==> config.mk <==
export PLATFORM = sky130hd
export DESIGN_NAME = vfcs_top
export DESIGN_NICKNAME = d
export VERILOG_FILES = /design/src/logic/vfcs_pkg.sv /design/src/logic/vfcs_top.sv
export SDC_FILE = /design/constraint.sdc
export NUM_CORES = 1
export LEC_CHECK = 0
export BUFFER_PORTS_ARGS = -buffer_cell sky130_fd_sc_hd__buf_2
export CAP_MARGIN = 10
export CORE_MARGIN = 2
export CORE_UTILIZATION = 30
export DETAILED_ROUTE_END_ITERATION = 6
export SYNTH_ARGS = -nofsm -noshare
export SYNTH_HDL_FRONTEND = slang
export SYNTH_SLANG_ARGS = --single-unit
==> constraint.sdc <==
create_clock -name pclk -period 3.3 [get_ports pclk]
set_input_delay 0.165 -clock pclk [delete_from_list [all_inputs] [get_ports pclk]]
set_output_delay 0.165 -clock pclk [all_outputs]
set_load 0.005 [all_outputs]
==> src/logic/vfcs_pkg.sv <==
// Contract
// - Config 0x10 bit 4 selects colour-difference mode
// - Chroma black code is mid-scale in that mode
// - Luma on green; U blue, V red full-rate
// - 0x28 bit 0: 4:2:2, blue low, red alternates
// - 0x28 bit 6 enables RGB-to-YUV conversion only
// - Luma weights 0.299, 0.587, 0.114
// - U weights -0.172, -0.339, 0.511 plus 512
// - V weights 0.511, -0.428, -0.083 plus 512
// - AC coupled by default; 0x10 bit 3 DC
// - Clamp starts at start count after sync end
// - Clamp lasts width pixels, then off till next line
// - 0x60 bit 2 zero: no clamp on coasting lines
// - Large start value puts clamp on front porch
// - Tri-level detected from digitized green samples
// - Slicer threshold is a 4-bit code
// - Threshold, hysteresis, filter from two slicer registers
// - Three sync sources, each with activity detect
// - Copy-protect mask ANDed into sync to loop
// - Mask also on sync output unless 0x7A bit 4
// - RGB in: RGB or YUV out; colour-difference in: YCbCr
package vfcs_pkg;
	localparam int CLK_PERIOD_NS = 4;
	localparam int ACT_WINDOW_NS = 100000;
	localparam int ACT_WINDOW_CYC = ACT_WINDOW_NS / CLK_PERIOD_NS;
	localparam int GUARD_PIX_DEF = 256;
	// Register indices; byte address is four times the index
	localparam logic [7:0] IDX_SYNC_SEL = 8'h02;
	localparam logic [7:0] IDX_SYNC_STATUS = 8'h03;
	localparam logic [7:0] IDX_INPUT_CFG = 8'h10;
	localparam logic [7:0] IDX_CLAMP_START_LO = 8'h24;
	localparam logic [7:0] IDX_CLAMP_START_HI = 8'h25;
	localparam logic [7:0] IDX_CLAMP_WIDTH = 8'h26;
	localparam logic [7:0] IDX_OUTPUT_FMT = 8'h28;
	localparam logic [7:0] IDX_SLICER_LEVEL = 8'h30;
	localparam logic [7:0] IDX_SLICER_SHAPE = 8'h31;
	localparam logic [7:0] IDX_CLAMP_POLICY = 8'h60;
	localparam logic [7:0] IDX_SYNC_OUT_CTRL = 8'h7a;
	// Field positions
	localparam int CFG_DC_BIT = 3;
	localparam int CFG_COLDIFF_BIT = 4;
	localparam int FMT_422_BIT = 0;
	localparam int FMT_CSC_BIT = 6;
	localparam int SHAPE_HYST_BIT = 0;
	localparam int SHAPE_LPF_BIT = 1;
	localparam int POL_COAST_CLAMP_BIT = 2;
	localparam int SOUT_MASK_DIS_BIT = 4;
	// Reset values
	localparam logic [7:0] RST_INPUT_CFG = 8'h00;
	localparam logic [15:0] RST_CLAMP_START = 16'h0010;
	localparam logic [7:0] RST_CLAMP_WIDTH = 8'h10;
	localparam logic [7:0] RST_OUTPUT_FMT = 8'h00;
	localparam logic [7:0] RST_SLICER_LEVEL = 8'h08;
	localparam logic [7:0] RST_SLICER_SHAPE = 8'h01;
	localparam logic [7:0] RST_CLAMP_POLICY = 8'h00;
	localparam logic [7:0] RST_SYNC_OUT_CTRL = 8'h00;
	// Video codes and converter weights in 1/1024 units
	localparam logic [9:0] CHROMA_BLACK = 10'h200;
	localparam logic [9:0] TRI_LEVEL_CODE = 10'h100;
	localparam logic signed [23:0] CSC_OFFSET = 24'h080000;
	localparam logic signed [23:0] K_Y_R = 24'h000132;
	localparam logic signed [23:0] K_Y_G = 24'h000259;
	localparam logic signed [23:0] K_Y_B = 24'h000075;
	localparam logic signed [23:0] K_U_R = 24'h0000b0;
	localparam logic signed [23:0] K_U_G = 24'h00015b;
	localparam logic signed [23:0] K_U_B = 24'h00020b;
	localparam logic signed [23:0] K_V_R = 24'h00020b;
	localparam logic signed [23:0] K_V_G = 24'h0001b6;
	localparam logic signed [23:0] K_V_B = 24'h000055;
	typedef enum logic [1:0] {SRC_SEPARATE, SRC_COMPOSITE_H, SRC_GREEN} vfcs_sync_src_e;
	typedef enum logic [1:0] {CL_WAIT, CL_ON, CL_DONE} vfcs_clamp_e;
endpackage

==> src/logic/vfcs_top.sv <==
`timescale 1ns/10ps
module vfcs_top #(
	parameter int ACT_CYCLES = vfcs_pkg::ACT_WINDOW_CYC,
	parameter int GUARD_PIX  = vfcs_pkg::GUARD_PIX_DEF
) (
	input  wire logic        pclk,
	input  wire logic        presetn,
	input  wire logic        pclk_en,
	input  wire logic        psel,
	input  wire logic        penable,
	input  wire logic        pwrite,
	input  wire logic [9:0]  paddr,
	input  wire logic [31:0] pwdata,
	output logic      [31:0] prdata,
	output logic             pready,
	output logic             pslverr,
	input  wire logic [9:0]  adc_red,
	input  wire logic [9:0]  adc_green,
	input  wire logic [9:0]  adc_blue,
	input  wire logic        hsync_in,
	input  wire logic        vsync_in,
	input  wire logic        green_sync_input,
	input  wire logic        loop_coast,
	output logic      [9:0]  out_red,
	output logic      [9:0]  out_green,
	output logic      [9:0]  out_blue,
	output logic      [9:0]  chroma_black_code,
	output logic             clamp_out,
	output logic             dc_coupled,
	output logic             sync_to_loop,
	output logic             hsync_out,
	output logic      [3:0]  slicer_threshold,
	output logic             slicer_hyst_en,
	output logic             slicer_lpf_en
);
	import vfcs_pkg::*;

	localparam int ACW = $clog2(ACT_CYCLES + 1);

	// Elaboration check on parameters
	if (ACT_CYCLES < 2 || GUARD_PIX < 1 || GUARD_PIX > 65535) begin : g_bad
		$error("vfcs_top: bad parameter");
	end

	logic [7:0]    input_cfg_reg, clamp_width_reg, output_fmt_reg;
	logic [7:0]    slicer_level_reg, slicer_shape_reg, clamp_policy_reg, sync_out_ctrl_reg;
	logic [15:0]   clamp_start_reg;
	logic [1:0]    sync_sel_reg;
	logic [2:0]    pin_ff1, pin_ff2, pin_ff3;
	logic [ACW-1:0] act_cnt [3];
	logic [2:0]    act_flag;
	logic          sync_q, line_start, tri_line, tri_reg, cp_reg, cp_mask;
	logic          coast_line, phase_q;
	logic [15:0]   line_pix;
	logic [7:0]    clamp_left;
	vfcs_clamp_e   clamp_state;
	logic [9:0]    v_hold;
	logic          acc, wr, mapped;
	logic [7:0]    idx, rd_val;
	logic          coldiff, fmt422, csc_on, sync_raw, sync_masked;
	logic signed [23:0] rs, gs, bs, y_acc, u_acc, v_acc;
	logic [9:0]    y_c, u_c, v_c;

	// APB decode, zero wait states while the clock is enabled
	assign idx = paddr[9:2];
	assign acc = psel && penable && pclk_en;
	assign wr = acc && pwrite;
	assign pready = pclk_en;
	assign pslverr = psel && penable && !mapped;

	always_comb begin
		mapped = 1'b1;
		rd_val = 8'h00;
		case (idx)
			IDX_SYNC_SEL:       rd_val = {6'h00, sync_sel_reg};
			IDX_SYNC_STATUS:    rd_val = {3'h0, cp_reg, tri_reg, act_flag};
			IDX_INPUT_CFG:      rd_val = input_cfg_reg;
			IDX_CLAMP_START_LO: rd_val = clamp_start_reg[7:0];
			IDX_CLAMP_START_HI: rd_val = clamp_start_reg[15:8];
			IDX_CLAMP_WIDTH:    rd_val = clamp_width_reg;
			IDX_OUTPUT_FMT:     rd_val = output_fmt_reg;
			IDX_SLICER_LEVEL:   rd_val = slicer_level_reg;
			IDX_SLICER_SHAPE:   rd_val = slicer_shape_reg;
			IDX_CLAMP_POLICY:   rd_val = clamp_policy_reg;
			IDX_SYNC_OUT_CTRL:  rd_val = sync_out_ctrl_reg;
			default:            mapped = 1'b0;
		endcase
	end

	// Read data captured in the setup phase so it is a flop in access
	always_ff @(posedge pclk or negedge presetn) begin
		if (!presetn) begin
			prdata <= 32'h0000_0000;
		end else if (pclk_en && psel && !penable) begin
			prdata <= {24'h000000, rd_val};
		end
	end

	// Software writable configuration
	always_ff @(posedge pclk or negedge presetn) begin
		if (!presetn) begin
			input_cfg_reg <= RST_INPUT_CFG;
			clamp_start_reg <= RST_CLAMP_START;
			clamp_width_reg <= RST_CLAMP_WIDTH;
			output_fmt_reg <= RST_OUTPUT_FMT;
			slicer_level_reg <= RST_SLICER_LEVEL;
			slicer_shape_reg <= RST_SLICER_SHAPE;
			clamp_policy_reg <= RST_CLAMP_POLICY;
			sync_out_ctrl_reg <= RST_SYNC_OUT_CTRL;
			sync_sel_reg <= SRC_SEPARATE;
		end else if (wr) begin
			case (idx)
				IDX_SYNC_SEL:       sync_sel_reg <= pwdata[1:0];
				IDX_INPUT_CFG:      input_cfg_reg <= pwdata[7:0];
				IDX_CLAMP_START_LO: clamp_start_reg[7:0] <= pwdata[7:0];
				IDX_CLAMP_START_HI: clamp_start_reg[15:8] <= pwdata[7:0];
				IDX_CLAMP_WIDTH:    clamp_width_reg <= pwdata[7:0];
				IDX_OUTPUT_FMT:     output_fmt_reg <= pwdata[7:0];
				IDX_SLICER_LEVEL:   slicer_level_reg <= pwdata[7:0];
				IDX_SLICER_SHAPE:   slicer_shape_reg <= pwdata[7:0];
				IDX_CLAMP_POLICY:   clamp_policy_reg <= pwdata[7:0];
				IDX_SYNC_OUT_CTRL:  sync_out_ctrl_reg <= pwdata[7:0];
				default:            ;
			endcase
		end
	end

	// Mode decode
	assign coldiff = input_cfg_reg[CFG_COLDIFF_BIT];
	assign fmt422 = output_fmt_reg[FMT_422_BIT];
	assign csc_on = output_fmt_reg[FMT_CSC_BIT] && !coldiff;

	// Analog control levels out of the slicer and input configuration registers
	always_ff @(posedge pclk or negedge presetn) begin
		if (!presetn) begin
			slicer_threshold <= 4'h0;
			slicer_hyst_en <= 1'b0;
			slicer_lpf_en <= 1'b0;
			dc_coupled <= 1'b0;
			chroma_black_code <= 10'h000;
		end else if (pclk_en) begin
			slicer_threshold <= slicer_level_reg[3:0];
			slicer_hyst_en <= slicer_shape_reg[SHAPE_HYST_BIT];
			slicer_lpf_en <= slicer_shape_reg[SHAPE_LPF_BIT];
			dc_coupled <= input_cfg_reg[CFG_DC_BIT];
			chroma_black_code <= coldiff ? CHROMA_BLACK : 10'h000;
		end
	end

	// Pin synchronisers; the second stage is read, and the third is used only for edge detection
	always_ff @(posedge pclk or negedge presetn) begin
		if (!presetn) begin
			pin_ff1 <= 3'h0;
			pin_ff2 <= 3'h0;
			pin_ff3 <= 3'h0;
		end else if (pclk_en) begin
			pin_ff1 <= {green_sync_input, vsync_in, hsync_in};
			pin_ff2 <= pin_ff1;
			pin_ff3 <= pin_ff2;
		end
	end

	// Activity: any edge within the window keeps a source marked live
	always_ff @(posedge pclk or negedge presetn) begin
		if (!presetn) begin
			for (int i = 0; i < 3; i++) begin
				act_cnt[i] <= '0;
			end
		end else if (pclk_en) begin
			for (int i = 0; i < 3; i++) begin
				if (pin_ff2[i] != pin_ff3[i]) begin
					act_cnt[i] <= ACW'(ACT_CYCLES);
				end else if (act_cnt[i] != '0) begin
					act_cnt[i] <= act_cnt[i] - 1'b1;
				end
			end
		end
	end

	always_comb begin
		for (int i = 0; i < 3; i++) begin
			act_flag[i] = (act_cnt[i] != '0);
		end
	end

	// Source select; separate and composite both ride the horizontal pin
	assign sync_raw = (sync_sel_reg == SRC_GREEN) ? pin_ff2[2] : pin_ff2[0];
	assign sync_masked = sync_raw && cp_mask;

	// Line timing from the trailing edge of the masked sync
	assign line_start = sync_q && !sync_masked;
	always_ff @(posedge pclk or negedge presetn) begin
		if (!presetn) begin
			sync_q <= 1'b0;
			line_pix <= 16'h0000;
		end else if (pclk_en) begin
			sync_q <= sync_masked;
			if (line_start) begin
				line_pix <= 16'h0000;
			end else if (line_pix != 16'hffff) begin
				line_pix <= line_pix + 16'h0001;
			end
		end
	end

	// Copy-protect: pulses early in the line are extras, masked off
	assign cp_mask = !(cp_reg && line_pix < 16'(GUARD_PIX));
	always_ff @(posedge pclk or negedge presetn) begin
		if (!presetn) begin
			cp_reg <= 1'b0;
		end else if (pclk_en) begin
			if (sync_raw && !pin_ff3[sync_sel_reg == SRC_GREEN ? 2 : 0] && line_pix < 16'(GUARD_PIX)) begin
				cp_reg <= 1'b1;
			end else if (!act_flag[0] && !act_flag[2]) begin
				cp_reg <= 1'b0;
			end
		end
	end

	// Tri-level: green rises above blanking during the sync pulse
	always_ff @(posedge pclk or negedge presetn) begin
		if (!presetn) begin
			tri_line <= 1'b0;
			tri_reg <= 1'b0;
		end else if (pclk_en) begin
			if (line_start) begin
				tri_reg <= tri_line;
				tri_line <= 1'b0;
			end else if (sync_masked && adc_green > TRI_LEVEL_CODE) begin
				tri_line <= 1'b1;
			end
		end
	end

	// Coast seen on this line; a coast at the line start still counts
	always_ff @(posedge pclk or negedge presetn) begin
		if (!presetn) begin
			coast_line <= 1'b0;
		end else if (pclk_en) begin
			coast_line <= loop_coast || (coast_line && !line_start);
		end
	end

	// Clamp scheduler; start may lie past active video for front porch
	always_ff @(posedge pclk or negedge presetn) begin
		if (!presetn) begin
			clamp_state <= CL_WAIT;
			clamp_left <= 8'h00;
		end else if (pclk_en) begin
			if (line_start) begin
				clamp_state <= CL_WAIT;
			end else begin
				case (clamp_state)
					CL_WAIT: begin
						if (line_pix == clamp_start_reg) begin
							if (dc_coupled || clamp_width_reg == 8'h00 ||
								(coast_line && !clamp_policy_reg[POL_COAST_CLAMP_BIT])) begin
								clamp_state <= CL_DONE;
							end else begin
								clamp_state <= CL_ON;
								clamp_left <= clamp_width_reg;
							end
						end
					end
					CL_ON: begin
						clamp_left <= clamp_left - 8'h01;
						if (clamp_left == 8'h01 || dc_coupled) begin
							clamp_state <= CL_DONE;
						end
					end
					CL_DONE: clamp_state <= CL_DONE;
					default: clamp_state <= CL_WAIT;
				endcase
			end
		end
	end
	assign clamp_out = (clamp_state == CL_ON);

	// Sync outputs; mask removable only on the outgoing copy
	always_ff @(posedge pclk or negedge presetn) begin
		if (!presetn) begin
			sync_to_loop <= 1'b0;
			hsync_out <= 1'b0;
		end else if (pclk_en) begin
			sync_to_loop <= sync_masked;
			hsync_out <= sync_out_ctrl_reg[SOUT_MASK_DIS_BIT] ? sync_raw : sync_masked;
		end
	end

	// Converter arithmetic, weights scaled by 1024
	function automatic logic [9:0] clip10(input logic signed [23:0] s);
		if (s < 0) begin
			return 10'h000;
		end else if (s[23:10] > 14'd1023) begin
			return 10'h3ff;
		end
		return s[19:10];
	endfunction

	assign rs = {14'h0000, adc_red};
	assign gs = {14'h0000, adc_green};
	assign bs = {14'h0000, adc_blue};
	assign y_acc = rs * K_Y_R + gs * K_Y_G + bs * K_Y_B;
	assign u_acc = CSC_OFFSET - rs * K_U_R - gs * K_U_G + bs * K_U_B;
	assign v_acc = CSC_OFFSET + rs * K_V_R - gs * K_V_G - bs * K_V_B;

	// Luma on green, U from blue path, V from red path
	always_comb begin
		if (csc_on) begin
			y_c = clip10(y_acc);
			u_c = clip10(u_acc);
			v_c = clip10(v_acc);
		end else begin
			y_c = adc_green;
			u_c = adc_blue;
			v_c = adc_red;
		end
	end

	// Pixel phase for 4:2:2, realigned to each line
	always_ff @(posedge pclk or negedge presetn) begin
		if (!presetn) begin
			phase_q <= 1'b0;
			v_hold <= 10'h000;
		end else if (pclk_en) begin
			phase_q <= line_start ? 1'b0 : !phase_q;
			if (!phase_q) begin
				v_hold <= v_c;
			end
		end
	end

	// Output stage; odd-pixel chroma is dropped in 4:2:2
	always_ff @(posedge pclk or negedge presetn) begin
		if (!presetn) begin
			out_red <= 10'h000;
			out_green <= 10'h000;
			out_blue <= 10'h000;
		end else if (pclk_en) begin
			out_green <= y_c;
			if (fmt422) begin
				out_blue <= 10'h000;
				out_red <= phase_q ? v_hold : u_c;
			end else begin
				out_blue <= u_c;
				out_red <= v_c;
			end
		end
	end

	// Checks; they assume pclk_en stays high
	a_dc_no_clamp: assert property (@(posedge pclk) disable iff (!presetn)
		dc_coupled |=> !clamp_out) else $error("clamp while dc coupled");
	a_clamp_start: assert property (@(posedge pclk) disable iff (!presetn)
		$rose(clamp_out) |-> $past(line_pix) == clamp_start_reg) else $error("clamp started off count");
	a_clamp_width: assert property (@(posedge pclk) disable iff (!presetn)
		$rose(clamp_out) && clamp_width_reg == 8'h02 |-> clamp_out ##1 (clamp_out || $past(line_start)) ##1 !clamp_out)
		else $error("clamp width wrong");
	a_coast_block: assert property (@(posedge pclk) disable iff (!presetn)
		pclk_en && clamp_state == CL_WAIT && line_pix == clamp_start_reg && coast_line && !line_start &&
		!clamp_policy_reg[POL_COAST_CLAMP_BIT] |=> !clamp_out) else $error("clamp on coasting line");
	a_chroma_black: assert property (@(posedge pclk) disable iff (!presetn)
		pclk_en && coldiff |=> chroma_black_code == CHROMA_BLACK) else $error("chroma black not mid-scale");
	a_blue_low: assert property (@(posedge pclk) disable iff (!presetn)
		pclk_en && fmt422 |=> out_blue == 10'h000) else $error("blue not low in 4:2:2");
	a_coldiff_pass: assert property (@(posedge pclk) disable iff (!presetn)
		pclk_en && coldiff && !fmt422 |=> out_green == $past(adc_green) && out_blue == $past(adc_blue) &&
		out_red == $past(adc_red)) else $error("colour-difference data altered");
	a_even_pair: assert property (@(posedge pclk) disable iff (!presetn)
		pclk_en && coldiff && fmt422 && phase_q && $past(phase_q) == 1'b0 && $past(pclk_en)
		|=> out_red == $past(adc_red, 2)) else $error("odd pixel chroma not from even pixel");
	a_loop_mask: assert property (@(posedge pclk) disable iff (!presetn)
		pclk_en && !cp_mask |=> !sync_to_loop) else $error("masked sync reached loop");
	a_out_mask: assert property (@(posedge pclk) disable iff (!presetn)
		pclk_en && !cp_mask && !sync_out_ctrl_reg[SOUT_MASK_DIS_BIT] |=> !hsync_out) else $error("mask missing");
	a_unmapped: assert property (@(posedge pclk) disable iff (!presetn)
		psel && penable && !mapped |-> pslverr) else $error("unmapped access not flagged");
	c_clamp: cover property (@(posedge pclk) disable iff (!presetn) $rose(clamp_out));
	c_front_porch: cover property (@(posedge pclk) disable iff (!presetn) $rose(clamp_out) && clamp_start_reg > 16'h0400);
	c_cp_seen: cover property (@(posedge pclk) disable iff (!presetn) $rose(cp_reg));
	c_tri: cover property (@(posedge pclk) disable iff (!presetn) $rose(tri_reg));
	c_csc_422: cover property (@(posedge pclk) disable iff (!presetn) csc_on && fmt422 && phase_q);
endmodule

* Word-level counts from Yosys, hierarchy flattened *
Cells that the tools add are included.

storage, ports and cells
  ROM bits = 0
  memories = 0
  latch bits = 0
  bits in registers = 226
  input port bits = 82
  output and inout port bits = 84
  memory bits (writable) = 0

operators by class
  reduce and logical (&&, ||, !) cells = 64
  mux-type cells = 54
  bitwise logic cells = 2
  multipliers = 9
  shifts and indexed selects = 0
  equality and inequality tests = 24
  div/mod/pow operators = 0
  add/subtract/negate cells = 13
  magnitude comparators = 9

operators by type and width
  kind                                                  count
  2-to-1 mux 10 bit                                     16
  2-to-1 mux 15 bit                                     6
  case mux 8 bit (11 select lines)                      1
  multiplier 10 x 10 -> 20 bit, second input constant   3
  == test 8 x 6 -> 1 bit, second input constant         6
  < comparator 23 x 1 -> 1 bit, second input constant   2
  nonzero test 15 bit                                   3
  subtractor 15 x 1 -> 15 bit, second input constant    3
  multiplier 10 x 8 -> 18 bit, second input constant    2
  AND reduction 2 bit                                   18
  multiplier 10 x 7 -> 17 bit, second input constant    2
  2-to-1 mux 16 bit                                     2
  > comparator 14 x 10 -> 1 bit, second input constant  2
  adder 22 x 21 -> 23 bit                               1
  subtractor 22 x 18 -> 23 bit                          1
  adder 21 x 17 -> 22 bit                               1
  < comparator 22 x 1 -> 1 bit, second input constant   1
  subtractor 21 x 19 -> 22 bit                          1
  subtractor 21 x 20 -> 22 bit                          1
  adder 19 x 20 -> 21 bit                               1
  adder 20 x 20 -> 21 bit, first input constant         1
  subtractor 20 x 18 -> 21 bit, first input constant    1
  multiplier 10 x 9 -> 19 bit, second input constant    1
  2-to-1 mux 1 bit                                      19
  other kinds (34)                                      80

* Longest topological paths before layout *
Gate-level depths: netlist (run 1).

  word-level depth = 12
  mapped depth = 40
  depth with buffers taken out = 40

* Worst setup path after synthesis (run 1) *
Ideal clock, no wire load.

  kind = input -> register
  start = in adc_green[1]
  end = reg out_red[4]
  path slack = -4.990 ns
  cell stages on the path = 35
  arrival = 8.155 ns
  cells stage by stage = ha_1 inv_1 fa_1 inv_1 fa_1 inv_1 fa_1 inv_1 ha_1 a21o_1 a21oi_1 inv_1 a21oi_1 xor2_1 ha_1 ha_1 inv_1 fa_1 inv_1 ha_1 ha_1 ha_1 and3_1 o21ai_0 o311ai_4 xor2_1 ha_1 a21oi_1 a21bo_2 a21oi_1 o211ai_1 or3_1 maj3_2 a22oi_2 o221ai_2

between the ends
  word-level cells in the longest chain between the ends = 11
  elaborated cells between the ends (all ways) = 24
  classes of those cells = add/sub: 4; mul: 2; order compare: 4; mux: 14

ends and longest elaborated chain
  what                           RTL line         text
  from (decl)                    vfcs_top.sv:18   input wire logic [9:0] adc_green,
  multiplier 10 x 9 -> 19 bit    vfcs_top.sv:304  assign u_acc = CSC_OFFSET - rs * K_U_R - gs * K_U_G + bs * K_U_B;
  subtractor 21 x 20 -> 22 bit   vfcs_top.sv:304
  adder 22 x 21 -> 23 bit        vfcs_top.sv:304
  > comparator 14 x 10 -> 1 bit  vfcs_top.sv:294  end else if (s[23:10] > 14'd1023) begin
  2-to-1 mux 1 bit               vfcs_top.sv:294
  2-to-1 mux 1 bit               vfcs_top.sv:292  if (s < 0) begin
  2-to-1 mux 1 bit               vfcs_top.sv:309  if (csc_on) begin
  2-to-1 mux 10 bit              vfcs_top.sv:297  return s[19:10];
  2-to-1 mux 10 bit              vfcs_top.sv:309
  2-to-1 mux 10 bit              vfcs_top.sv:343  out_red <= phase_q ? v_hold : u_c;
  2-to-1 mux 10 bit *            vfcs_top.sv:341  if (fmt422) begin
  to (signal assigned)           vfcs_top.sv:343
  to (signal assigned)           vfcs_top.sv:346  out_red <= v_c;
  to (decl)                      vfcs_top.sv:24   output logic [9:0] out_red,

Mark *: on every way between the ends. The rest lies on a longest branch, timed or not. The select of a mux whose other input is x is not followed.
A chain may end at the register's enable or synchronous reset.

* Worst setup path in the final report (run 1) *
Same ends and word-level chain as after synthesis.

==> results.yml, run 1 <==
detailed_routing:
  vias_per_cell: 4.722
  ant_nets: 0
  drc: 0
  vias: 21820
  drtPass1Iterations: 6
  wire_per_inst_um: 16.84
  wirelength_mm: 77.82
  drtIter0Drc: 1113
clock_network:
  clock_latency_ns: 0.55
  cts_num_sinks: 217
  cts-root-buf: "clkbuf_16"
  cts_buffer_depth: 3
  cts_buffers: 25
  htree_levels: 1
  clk_pin_slew_ns: 0.06
  cts_tree: "yes"
timing:
  max_freq_mhz: 136.9
  finalSetupViolations: 40
  relSlewSlack_pct: 25.62
  layout_setup_ws_ns: -4.003
  finalMaxSlewViolations: 0
  worstMarginPinSlew_ns: 1.116
  rsz0062_at_grt: "true"
  finalHoldViolations: 0
  period_needed_ns: 7.303
  fin_crit_sh_pct: 221.3
  skew_ns: 0.02235
grt:
  grt_max_degree: 107
  grt.met2_usage_pct: 28.14
  gr-total-overflow: 0
  grt.total_usage_pct: 17.34
  antenna_found_initial: 1
  grt_first_pass_wirelength_mm: 123.9
  grt_pass1_vias: 22310
  grt_util_met3_pct: 1.864
  use_met1_pct: 25.17
  top_usage_layer: "met2"
setup_path:
  critPathArrivalTime_ns: 7.72
  cpMostUsedCell: "ha_4"
  required_ns: 3.72
  cp-start-kind: "input pin"
  max_stage_delay_ns: 0.49
  cp-end-kind: "flip-flop"
  crit_fanout: 4
  reg2regPathDepth: 9
  cp_slowest_cell: "fa_1"
  path_class: "in -> reg"
floorplanning:
  die_y_um: 300.1
  die_w_um: 300.1
  die-area_um2: 90090
  pin_count: 166
  start_util_pct: 30.28
  num_rows: 108
  core_area_um2: 86890
final_layout:
  syn2layout_area_growth_pct: 32.62
  nets: 4181
  fin_cells: 4620
  fillers: 8546
  antenna_cells: 0
  final_area_um2: 34890
  largest_reg_flops: 45
  drive_gt1_share_pct: 29.84
yosys:
  synth_top_area_cell: "ha_1"
  synth_flop_cell: "dfrtp_1"
  synth_async_sr_flop_share_pct: 100.0
  synth_edf_count: 0
  seq_area_frac_synth_pct: 20.66
  syn_avg_cell_area_um2: 9.340
  yosysWarnings: 0
  synth.most_common_cell: "inv_1"
  synth_cell_types: 85
  synthCells: 2817
  yosysTopAreaCellShare_pct: 21.02
  synth_seq_cells: 217
  netlist_area_um2: 26310
  synth.area.top_cells: "ha_1 21%, dfrtp_1 20%, fa_1 16%"
  synth_common_cells: "567 x inv_1, 442 x ha_1, 213 x dfrtp_1"
placed_design:
  placed_cell_area_um2: 32550
  dp_hpwl_mm: 64.50
  port_buffers: 106
  dp_cells: 4533
  place_congestion: 0.8846
flow_run:
  cap_viol_max_count: 0
run_status:
  failed_checks: "negative setup slack"
  status: "finished, violations left"
hold_path:
  min_path_type: "in -> reg"
  hold_path_depth: 2
routing by layer:
| layer | part of all wire [%] | wire, um |
|---|---|---|
| met1 | 48 | 37600 |
| met2 | 46 | 35720 |
| met3 | 4.4 | 3394 |
| met4 | 1.4 | 1107 |
| met5 | 0 | 0 |
logic make-up after synthesis:
group	synth area share [%]
and+or+nand+nor	10.39
AOI/OAI and AO/OA	11.84
buffers and inverters	9.678
muxes	4.280
DFF	20.66
xor gates and xnor gates	6.021
adders and majority gates	37.12
other	0.01425
final timing paths:
check                                        from                         endpoint  slack, ns
hold / removal                          pwdata[7]  clamp_policy_reg[7]$_DFFE_PN0P_       0.02
setup / recovery                     adc_green[1]           out_red[4]$_DFFE_PN0P_      -4.00
hold reg to reg             prdata[5]$_DFFE_PN0P_            prdata[5]$_DFFE_PN0P_       0.48
max in group asynchronous                 presetn          act_cnt[25]$_DFFE_PN0P_       2.16
setup reg to reg           act_cnt[6]$_DFFE_PN0P_           act_cnt[8]$_DFFE_PN0P_       0.53
min in group asynchronous                 presetn  slicer_threshold[2]$_DFFE_PN0P_       0.26
per-stage QoR:
| step | setup TNS, ns | hold WS, ns | setup WS (ns) | utilization (%) |
|---|---|---|---|---|
| 2_1_floorplan | -129.24 | -0.1306 | -4.141 | - |
| 3_3_place_gp | -165.42 | 0.2797 | -4.677 | 37.46 |
| 3_5_place_dp | -168.49 | 0.2868 | -4.775 | 37.46 |
| 4_1_cts | -135.23 | 0.002306 | -3.964 | 39.54 |
| 5_1_grt | -146.65 | 0.01257 | -4.363 | 40.16 |
| 6_report | -134.40 | 0.02106 | -4.003 | 40.16 |
repair_timing:
action | 4_1_cts | 5_1_grt
setup buffers | 28 | 13
hold buffers | 5 | 0
setup endpoints to repair | 40 | 40
endpoints found under the hold margin | 104 | 0
pin swaps | 89 | 100
gates resized for setup | 140 | 79
worst max-delay path, delay by kind of cell:
kind / cells / cell delay, ns
AO/OA/AOI/OAI: 12 / 2.00
XOR/XNOR: 2 / 0.36
adder cells (fa/ha/maj): 13 / 3.88
buffers and inverters: 9 / 0.58
AND/OR/NAND/NOR: 4 / 0.73
cell type report:
cell class	instances	area, um^2	area share (%)
Sequential cell	217	5435	15.58
Clock inverter	8	112.6	0.3227
Clock buffer	38	734.5	2.105
Timing Repair Buffer	644	4847	13.89
Multi-Input combinational cell	1990	20160	57.77
Tap cell	1155	1445	4.142
Inverter	568	2161	6.193
layout by cell type (no fill, tap or decap), types with 22 or more instances in the layout:
cell,count
buf_6,24
o21ai_0,71
nor4_1,22
ha_1,378
or3_1,24
inv_1,529
buf_2,91
ha_4,61
inv_2,33
mux2_2,92
buf_4,510
o211ai_1,22
xnor2_1,82
nand2_1,145
a21oi_1,93
xor2_1,86
nor3_1,40
fa_1,208
conb_1,33
clkbuf_16,25
dfrtp_1,213
a21o_1,24
nor2_1,132
nand3_1,44
Power of run 1 is not shown: default switching activity piles up to over one toggle a cycle in this logic, so the estimate is an artifact.
==> run 2, diff against run 1 <==
--- a/config.mk
+++ b/config.mk
@@ -5,11 +5,12 @@
 export SDC_FILE = /design/constraint.sdc
 export NUM_CORES = 1
 export LEC_CHECK = 0
-export BUFFER_PORTS_ARGS = -buffer_cell sky130_fd_sc_hd__buf_2
+export BUFFER_PORTS_ARGS = -buffer_cell sky130_fd_sc_hd__buf_4
 export CAP_MARGIN = 10
 export CORE_MARGIN = 2
 export CORE_UTILIZATION = 30
 export DETAILED_ROUTE_END_ITERATION = 6
+export HOLD_SLACK_MARGIN = 0.02
 export SYNTH_ARGS = -nofsm -noshare
 export SYNTH_HDL_FRONTEND = slang
 export SYNTH_SLANG_ARGS = --single-unit
==> run 2 against run 1 <==
Compared with the run above: the flow still finishes with violations (negative setup slack); die area is the same; sequential cell count did not move; final area rose by 1.1%; global-route usage decreased by 0.093 points; via count down 0.34%; register-to-register slack is essentially flat; worst hold slack gained 0.083 ns; fmax decreased by 0.45%; routed wire length rose by 0.41%; clock-buffer cell count down 1; critical path type unchanged; largest cell class unchanged.
==> results.yml, run 2 (synthesis gave the netlist of run 1 again) <==
setup_path:
  rrSetupSlack_ns: 0.52
  r2r_start: "line_pix[9]$_DFFE_PN0P_"
  crit_fanout: 3
  reg2regPathDepth: 10
  cpMostUsedCell: "fa_1"
  r2r-end: "line_pix[14]$_DFFE_PN0P_"
  path_class: "in -> reg"
  critPathArrivalTime_ns: 7.72
  cp-start-kind: "input pin"
  cp_slowest_cell: "fa_1"
  cp-end-kind: "flip-flop"
  max_stage_delay_ns: 0.52
  required_ns: 3.69
final_layout:
  layout_commonest_cell: "buf_4"
  drive_gt1_share_pct: 29.84
  fillers: 8523
  seqCellArea_um2: 5435
  syn2layout_area_growth_pct: 34.12
  nets: 4191
  layout_common_cells: "603 x buf_4, 525 x inv_1, 380 x ha_1"
  multiInputGateArea_um2: 20210
  final_area_um2: 35290
  antenna_cells: 0
  largest_reg_flops: 45
hold_path:
  hold_path_end: "slicer_threshold[2]$_DFFE_PN0P_"
  hold_path_depth: 2
  min_path_type: "in -> reg"
  worstHoldStart: "pclk_en"
floorplanning:
  start_util_pct: 30.28
  die_w_um: 300.1
  core_area_um2: 86890
  die_y_um: 300.1
  pin_count: 166
  die-area_um2: 90090
  num_rows: 108
grt:
  grt.total_usage_pct: 17.25
  grt_first_pass_wirelength_mm: 122.9
  grt_max_degree: 88
  antenna_found_initial: 1
  gr-total-overflow: 0
  grt_pass1_vias: 22040
clock_network:
  cts_tree: "yes"
  cts_num_sinks: 217
  cts_buffer_depth: 3
  clock_latency_ns: 0.54
  cts-root-buf: "clkbuf_16"
  cts_buffers: 25
  clk_pin_slew_ns: 0.06
  htree_levels: 1
timing:
  finalMaxSlewViolations: 0
  period_needed_ns: 7.336
  finalSetupViolations: 40
  layout_setup_ws_ns: -4.036
  tns_ns: -137.06
  fin_crit_sh_pct: 222.3
  whs_ns: 0.1044
  worstMarginPinSlew_ns: 1.122
  max_freq_mhz: 136.3
  relSlewSlack_pct: 25.21
  skew_ns: 0.01865
  rsz0062_at_grt: "true"
  finalHoldViolations: 0
run_status:
  failed_checks: "negative setup slack"
  status: "finished, violations left"
detailed_routing:
  wirelength_mm: 78.14
  wire_per_inst_um: 16.88
  vias: 21740
  drtPass1Iterations: 5
  vias_per_cell: 4.695
  ant_nets: 0
  drtIter0Drc: 1225
  drc: 0
placed_design:
  placed_cell_area_um2: 32800
  port_buffers: 106
  place_congestion: 0.8782
  dp_hpwl_mm: 64.79
flow_run:
  cap_viol_max_count: 0
## run 2: cell count changes in the layout (fill, tap and decap cells not counted), sizes merged
cell	change
clkbuf	-2
clkinvlp	-2
dlygate4sd3	+9
inv	+1
buf	+2
bufinv	+2
## run 2: final cells by class
| class | instances | area share [%] |
|---|---|---|
| multi-input combinational | 1990 | 57.27 |
| clock inverter | 9 | 0.4397 |
| clock buffer | 37 | 1.986 |
| timing repair buffer | 654 | 14.67 |
| inverter | 568 | 6.131 |
| tap | 1155 | 4.095 |
| sequential | 217 | 15.40 |
## run 2: metal layers
| layer | share of wire, % | vias up | global-route usage [%] | routed length (um) |
|---|---|---|---|---|
| li1 | - | 10710 | - | - |
| met5 | 0 | - | 0 | 0 |
| met1 | 50 | 10580 | 25.49 | 38710 |
| met2 | 45 | 370 | 27.38 | 34880 |
| met4 | 2.1 | 0 | 3.381 | 1636 |
| met3 | 3.7 | 81 | 1.633 | 2910 |
## run 2: how the worst max path moves through the flow
stage / start / endpoint / slack [ns]
after detailed placement: adc_green[2] / out_red[4]$_DFFE_PN0P_ / -4.83
after floorplan: adc_green[0] / out_red[4]$_DFFE_PN0P_ / -4.14
final: adc_green[4] / out_red[7]$_DFFE_PN0P_ / -4.04
after CTS: adc_green[1] / out_red[4]$_DFFE_PN0P_ / -4.17
after global placement: adc_green[2] / out_red[4]$_DFFE_PN0P_ / -4.73
after global routing: adc_green[4] / out_red[4]$_DFFE_PN0P_ / -4.30
## run 2: worst max-delay path: cells and delay by family
family / cells / cell delay [ns]
fa+ha+maj: 12 / 4.29
xor+xnor: 2 / 0.29
buf+inv: 10 / 0.70
simple gates: 2 / 0.45
compound gates: 12 / 1.85
## run 2: through the flow
stage / instances / utilization [%] / setup slack (ns)
floorplan: 2849 / - / -4.141
global placement: 4532 / 37.75 / -4.734
detailed placement: 4532 / 37.75 / -4.834
CTS: 4606 / 39.65 / -4.166
global route: 4630 / 40.61 / -4.303
finish: 4630 / 40.61 / -4.036
## run 2: timing repair
| item | in CTS | in global routing |
|---|---|---|
| hold buffers | 14 | 0 |
| buffers inserted | 18 | 26 |
| pin swaps | 69 | 94 |
| hold endpoints to repair | 161 | 0 |
| setup endpoints to repair | 40 | 40 |
| resized for setup | 99 | 121 |
Power of run 2 is left out for the same reason.
==> run 3, diff against run 2 <==
--- a/config.mk
+++ b/config.mk
@@ -8,9 +8,10 @@
 export BUFFER_PORTS_ARGS = -buffer_cell sky130_fd_sc_hd__buf_4
 export CAP_MARGIN = 10
 export CORE_MARGIN = 2
-export CORE_UTILIZATION = 30
+export CORE_UTILIZATION = 50
 export DETAILED_ROUTE_END_ITERATION = 6
 export HOLD_SLACK_MARGIN = 0.02
+export PLACE_DENSITY = 0.68
 export SYNTH_ARGS = -nofsm -noshare
 export SYNTH_HDL_FRONTEND = slang
 export SYNTH_SLANG_ARGS = --single-unit
==> run 3 against run 2 <==
Compared with the run above: the run still ends with negative setup slack left; sequential cell count unchanged; clock skew increased by 0.0040 ns; fmax decreased by 0.13%; highest routed layer unchanged.
==> results.yml, run 3 (synthesis gave the netlist of run 1 again) <==
run_status:
  status: "finished, violations left"
  failed_checks: "negative setup slack"
final_layout:
  antenna_cells: 0
  layout_common_cells: "586 x buf_4, 530 x inv_1, 378 x ha_1"
  fin_util_pct: 65.75
  layout_commonest_cell: "buf_4"
  nets: 4170
  largest_reg_flops: 45
  drive_gt1_share_pct: 29.58
  syn2layout_area_growth_pct: 30.79
setup_path:
  max_stage_delay_ns: 0.51
  cp_slowest_cell: "fa_1"
  cp-start-kind: "input pin"
  path_class: "in -> reg"
  cp-end-kind: "flip-flop"
  required_ns: 3.70
  crit_fanout: 3
  cpMostUsedCell: "ha_4"
  critPathArrivalTime_ns: 7.74
timing:
  layout_setup_ws_ns: -4.046
  period_needed_ns: 7.346
  rsz0062_at_grt: "true"
  finalHoldViolations: 0
  tns_ns: -136.67
  relSlewSlack_pct: 10.25
  skew_ns: 0.02261
  finalMaxSlewViolations: 0
  finalSetupViolations: 40
  max_freq_mhz: 136.1
  fin_crit_sh_pct: 222.6
  whs_ns: 0.05938
  worstMarginPinSlew_ns: 1.346
detailed_routing:
  drtIter0Drc: 1264
  wirelength_mm: 76.96
  vias_per_cell: 5.391
  vias: 22320
  drc: 0
  ant_nets: 0
  drtPass1Iterations: 5
  wire_per_inst_um: 18.59
grt:
  use_met1_pct: 40.75
  gr-total-overflow: 0
  grt_util_met3_pct: 3.271
  grt_max_degree: 108
  antenna_found_initial: 0
  grt_first_pass_wirelength_mm: 124.5
  grt_pass1_vias: 23430
  grt.met2_usage_pct: 48.68
  grt.total_usage_pct: 28.96
  top_usage_layer: "met2"
floorplanning:
  die_y_um: 233.4
  die-area_um2: 54470
  core_area_um2: 52340
  num_rows: 84
  start_util_pct: 50.27
  pin_count: 166
  die_w_um: 233.4
clock_network:
  cts_buffer_depth: 3
  clock_latency_ns: 0.53
  cts_num_sinks: 217
  cts-root-buf: "clkbuf_16"
  cts_tree: "yes"
  htree_levels: 1
  cts_buffers: 23
  clk_pin_slew_ns: 0.06
flow_run:
  cap_viol_max_count: 0
placed_design:
  port_buffers: 106
  dp_hpwl_mm: 63.32
  place_congestion: 0.9649
hold_path:
  min_path_type: "in -> reg"
[run 3: cell count changes in the layout (fill, tap and decap cells not counted), sizes merged]
cell      previous run  this run
clkinvlp             2         1
clkbuf              37        34
inv                568       569
buf                640       621
clkinv               3         6
bufinv               4         0
[run 3: critical path, delay by kind of cell]
kind                     cells  cell delay, ns
AO/OA/AOI/OAI               12            1.90
XOR/XNOR                     2            0.38
adder cells (fa/ha/maj)     13            3.94
buffers and inverters        9            0.56
AND/OR/NAND/NOR              4            0.75
[run 3: cell type report]
class / count / area, um^2
clock buffers: 34 / 666.9
repair buffers: 635 / 5027
well taps: 688 / 860.8
fillers: 4233 / 17930
clock inverters: 8 / 51.30
multi-input cells: 1990 / 20210
inverters: 568 / 2163
flip-flops and latches: 217 / 5435
[run 3: path summary, 6_finish.rpt]
| check | from | to | slack (ns) | cells after the start |
|---|---|---|---|---|
| setup / recovery | adc_green[1] | out_red[4]$_DFFE_PN0P_ | -4.05 | 40 |
| hold reg to reg | v_hold[5]$_DFFE_PN0P_ | v_hold[5]$_DFFE_PN0P_ | 0.48 | 2 |
| max in group asynchronous | presetn | clamp_width_reg[4]$_DFFE_PN1P_ | 2.14 | 3 |
| hold / removal | pclk_en | hsync_out$_DFFE_PN0P_ | 0.06 | 2 |
| setup reg to reg | act_cnt[34]$_DFFE_PN0P_ | act_cnt[43]$_DFFE_PN0P_ | 0.41 | 9 |
| min in group asynchronous | presetn | act_cnt[28]$_DFFE_PN0P_ | 0.31 | 2 |
[run 3: layer usage]
metal  vias to the layer above  wire length (um)
met1                     11020             34920
li1                      10650                 -
met3                        99              3979
met4                         0              1568
met2                       545             36500
met5                         -                 0
[run 3: repair_timing]
action | CTS | global route
gates resized for setup | 160 | 58
setup buffers | 18 | 9
pin swaps | 100 | 88
hold buffers | 14 | 0
hold endpoints to repair | 182 | 0
setup endpoints to repair | 40 | 40
[run 3: through the flow]
stage	std cells	worst slack, ns	area (um^2)
2_1_floorplan	2849	-4.141	27200
3_3_place_gp	4061	-4.681	32180
3_5_place_dp	4061	-4.792	32180
4_1_cts	4132	-3.994	34020
5_1_grt	4140	-4.337	34410
6_report	4140	-4.046	34410
Power of run 3 is left out for the same reason.
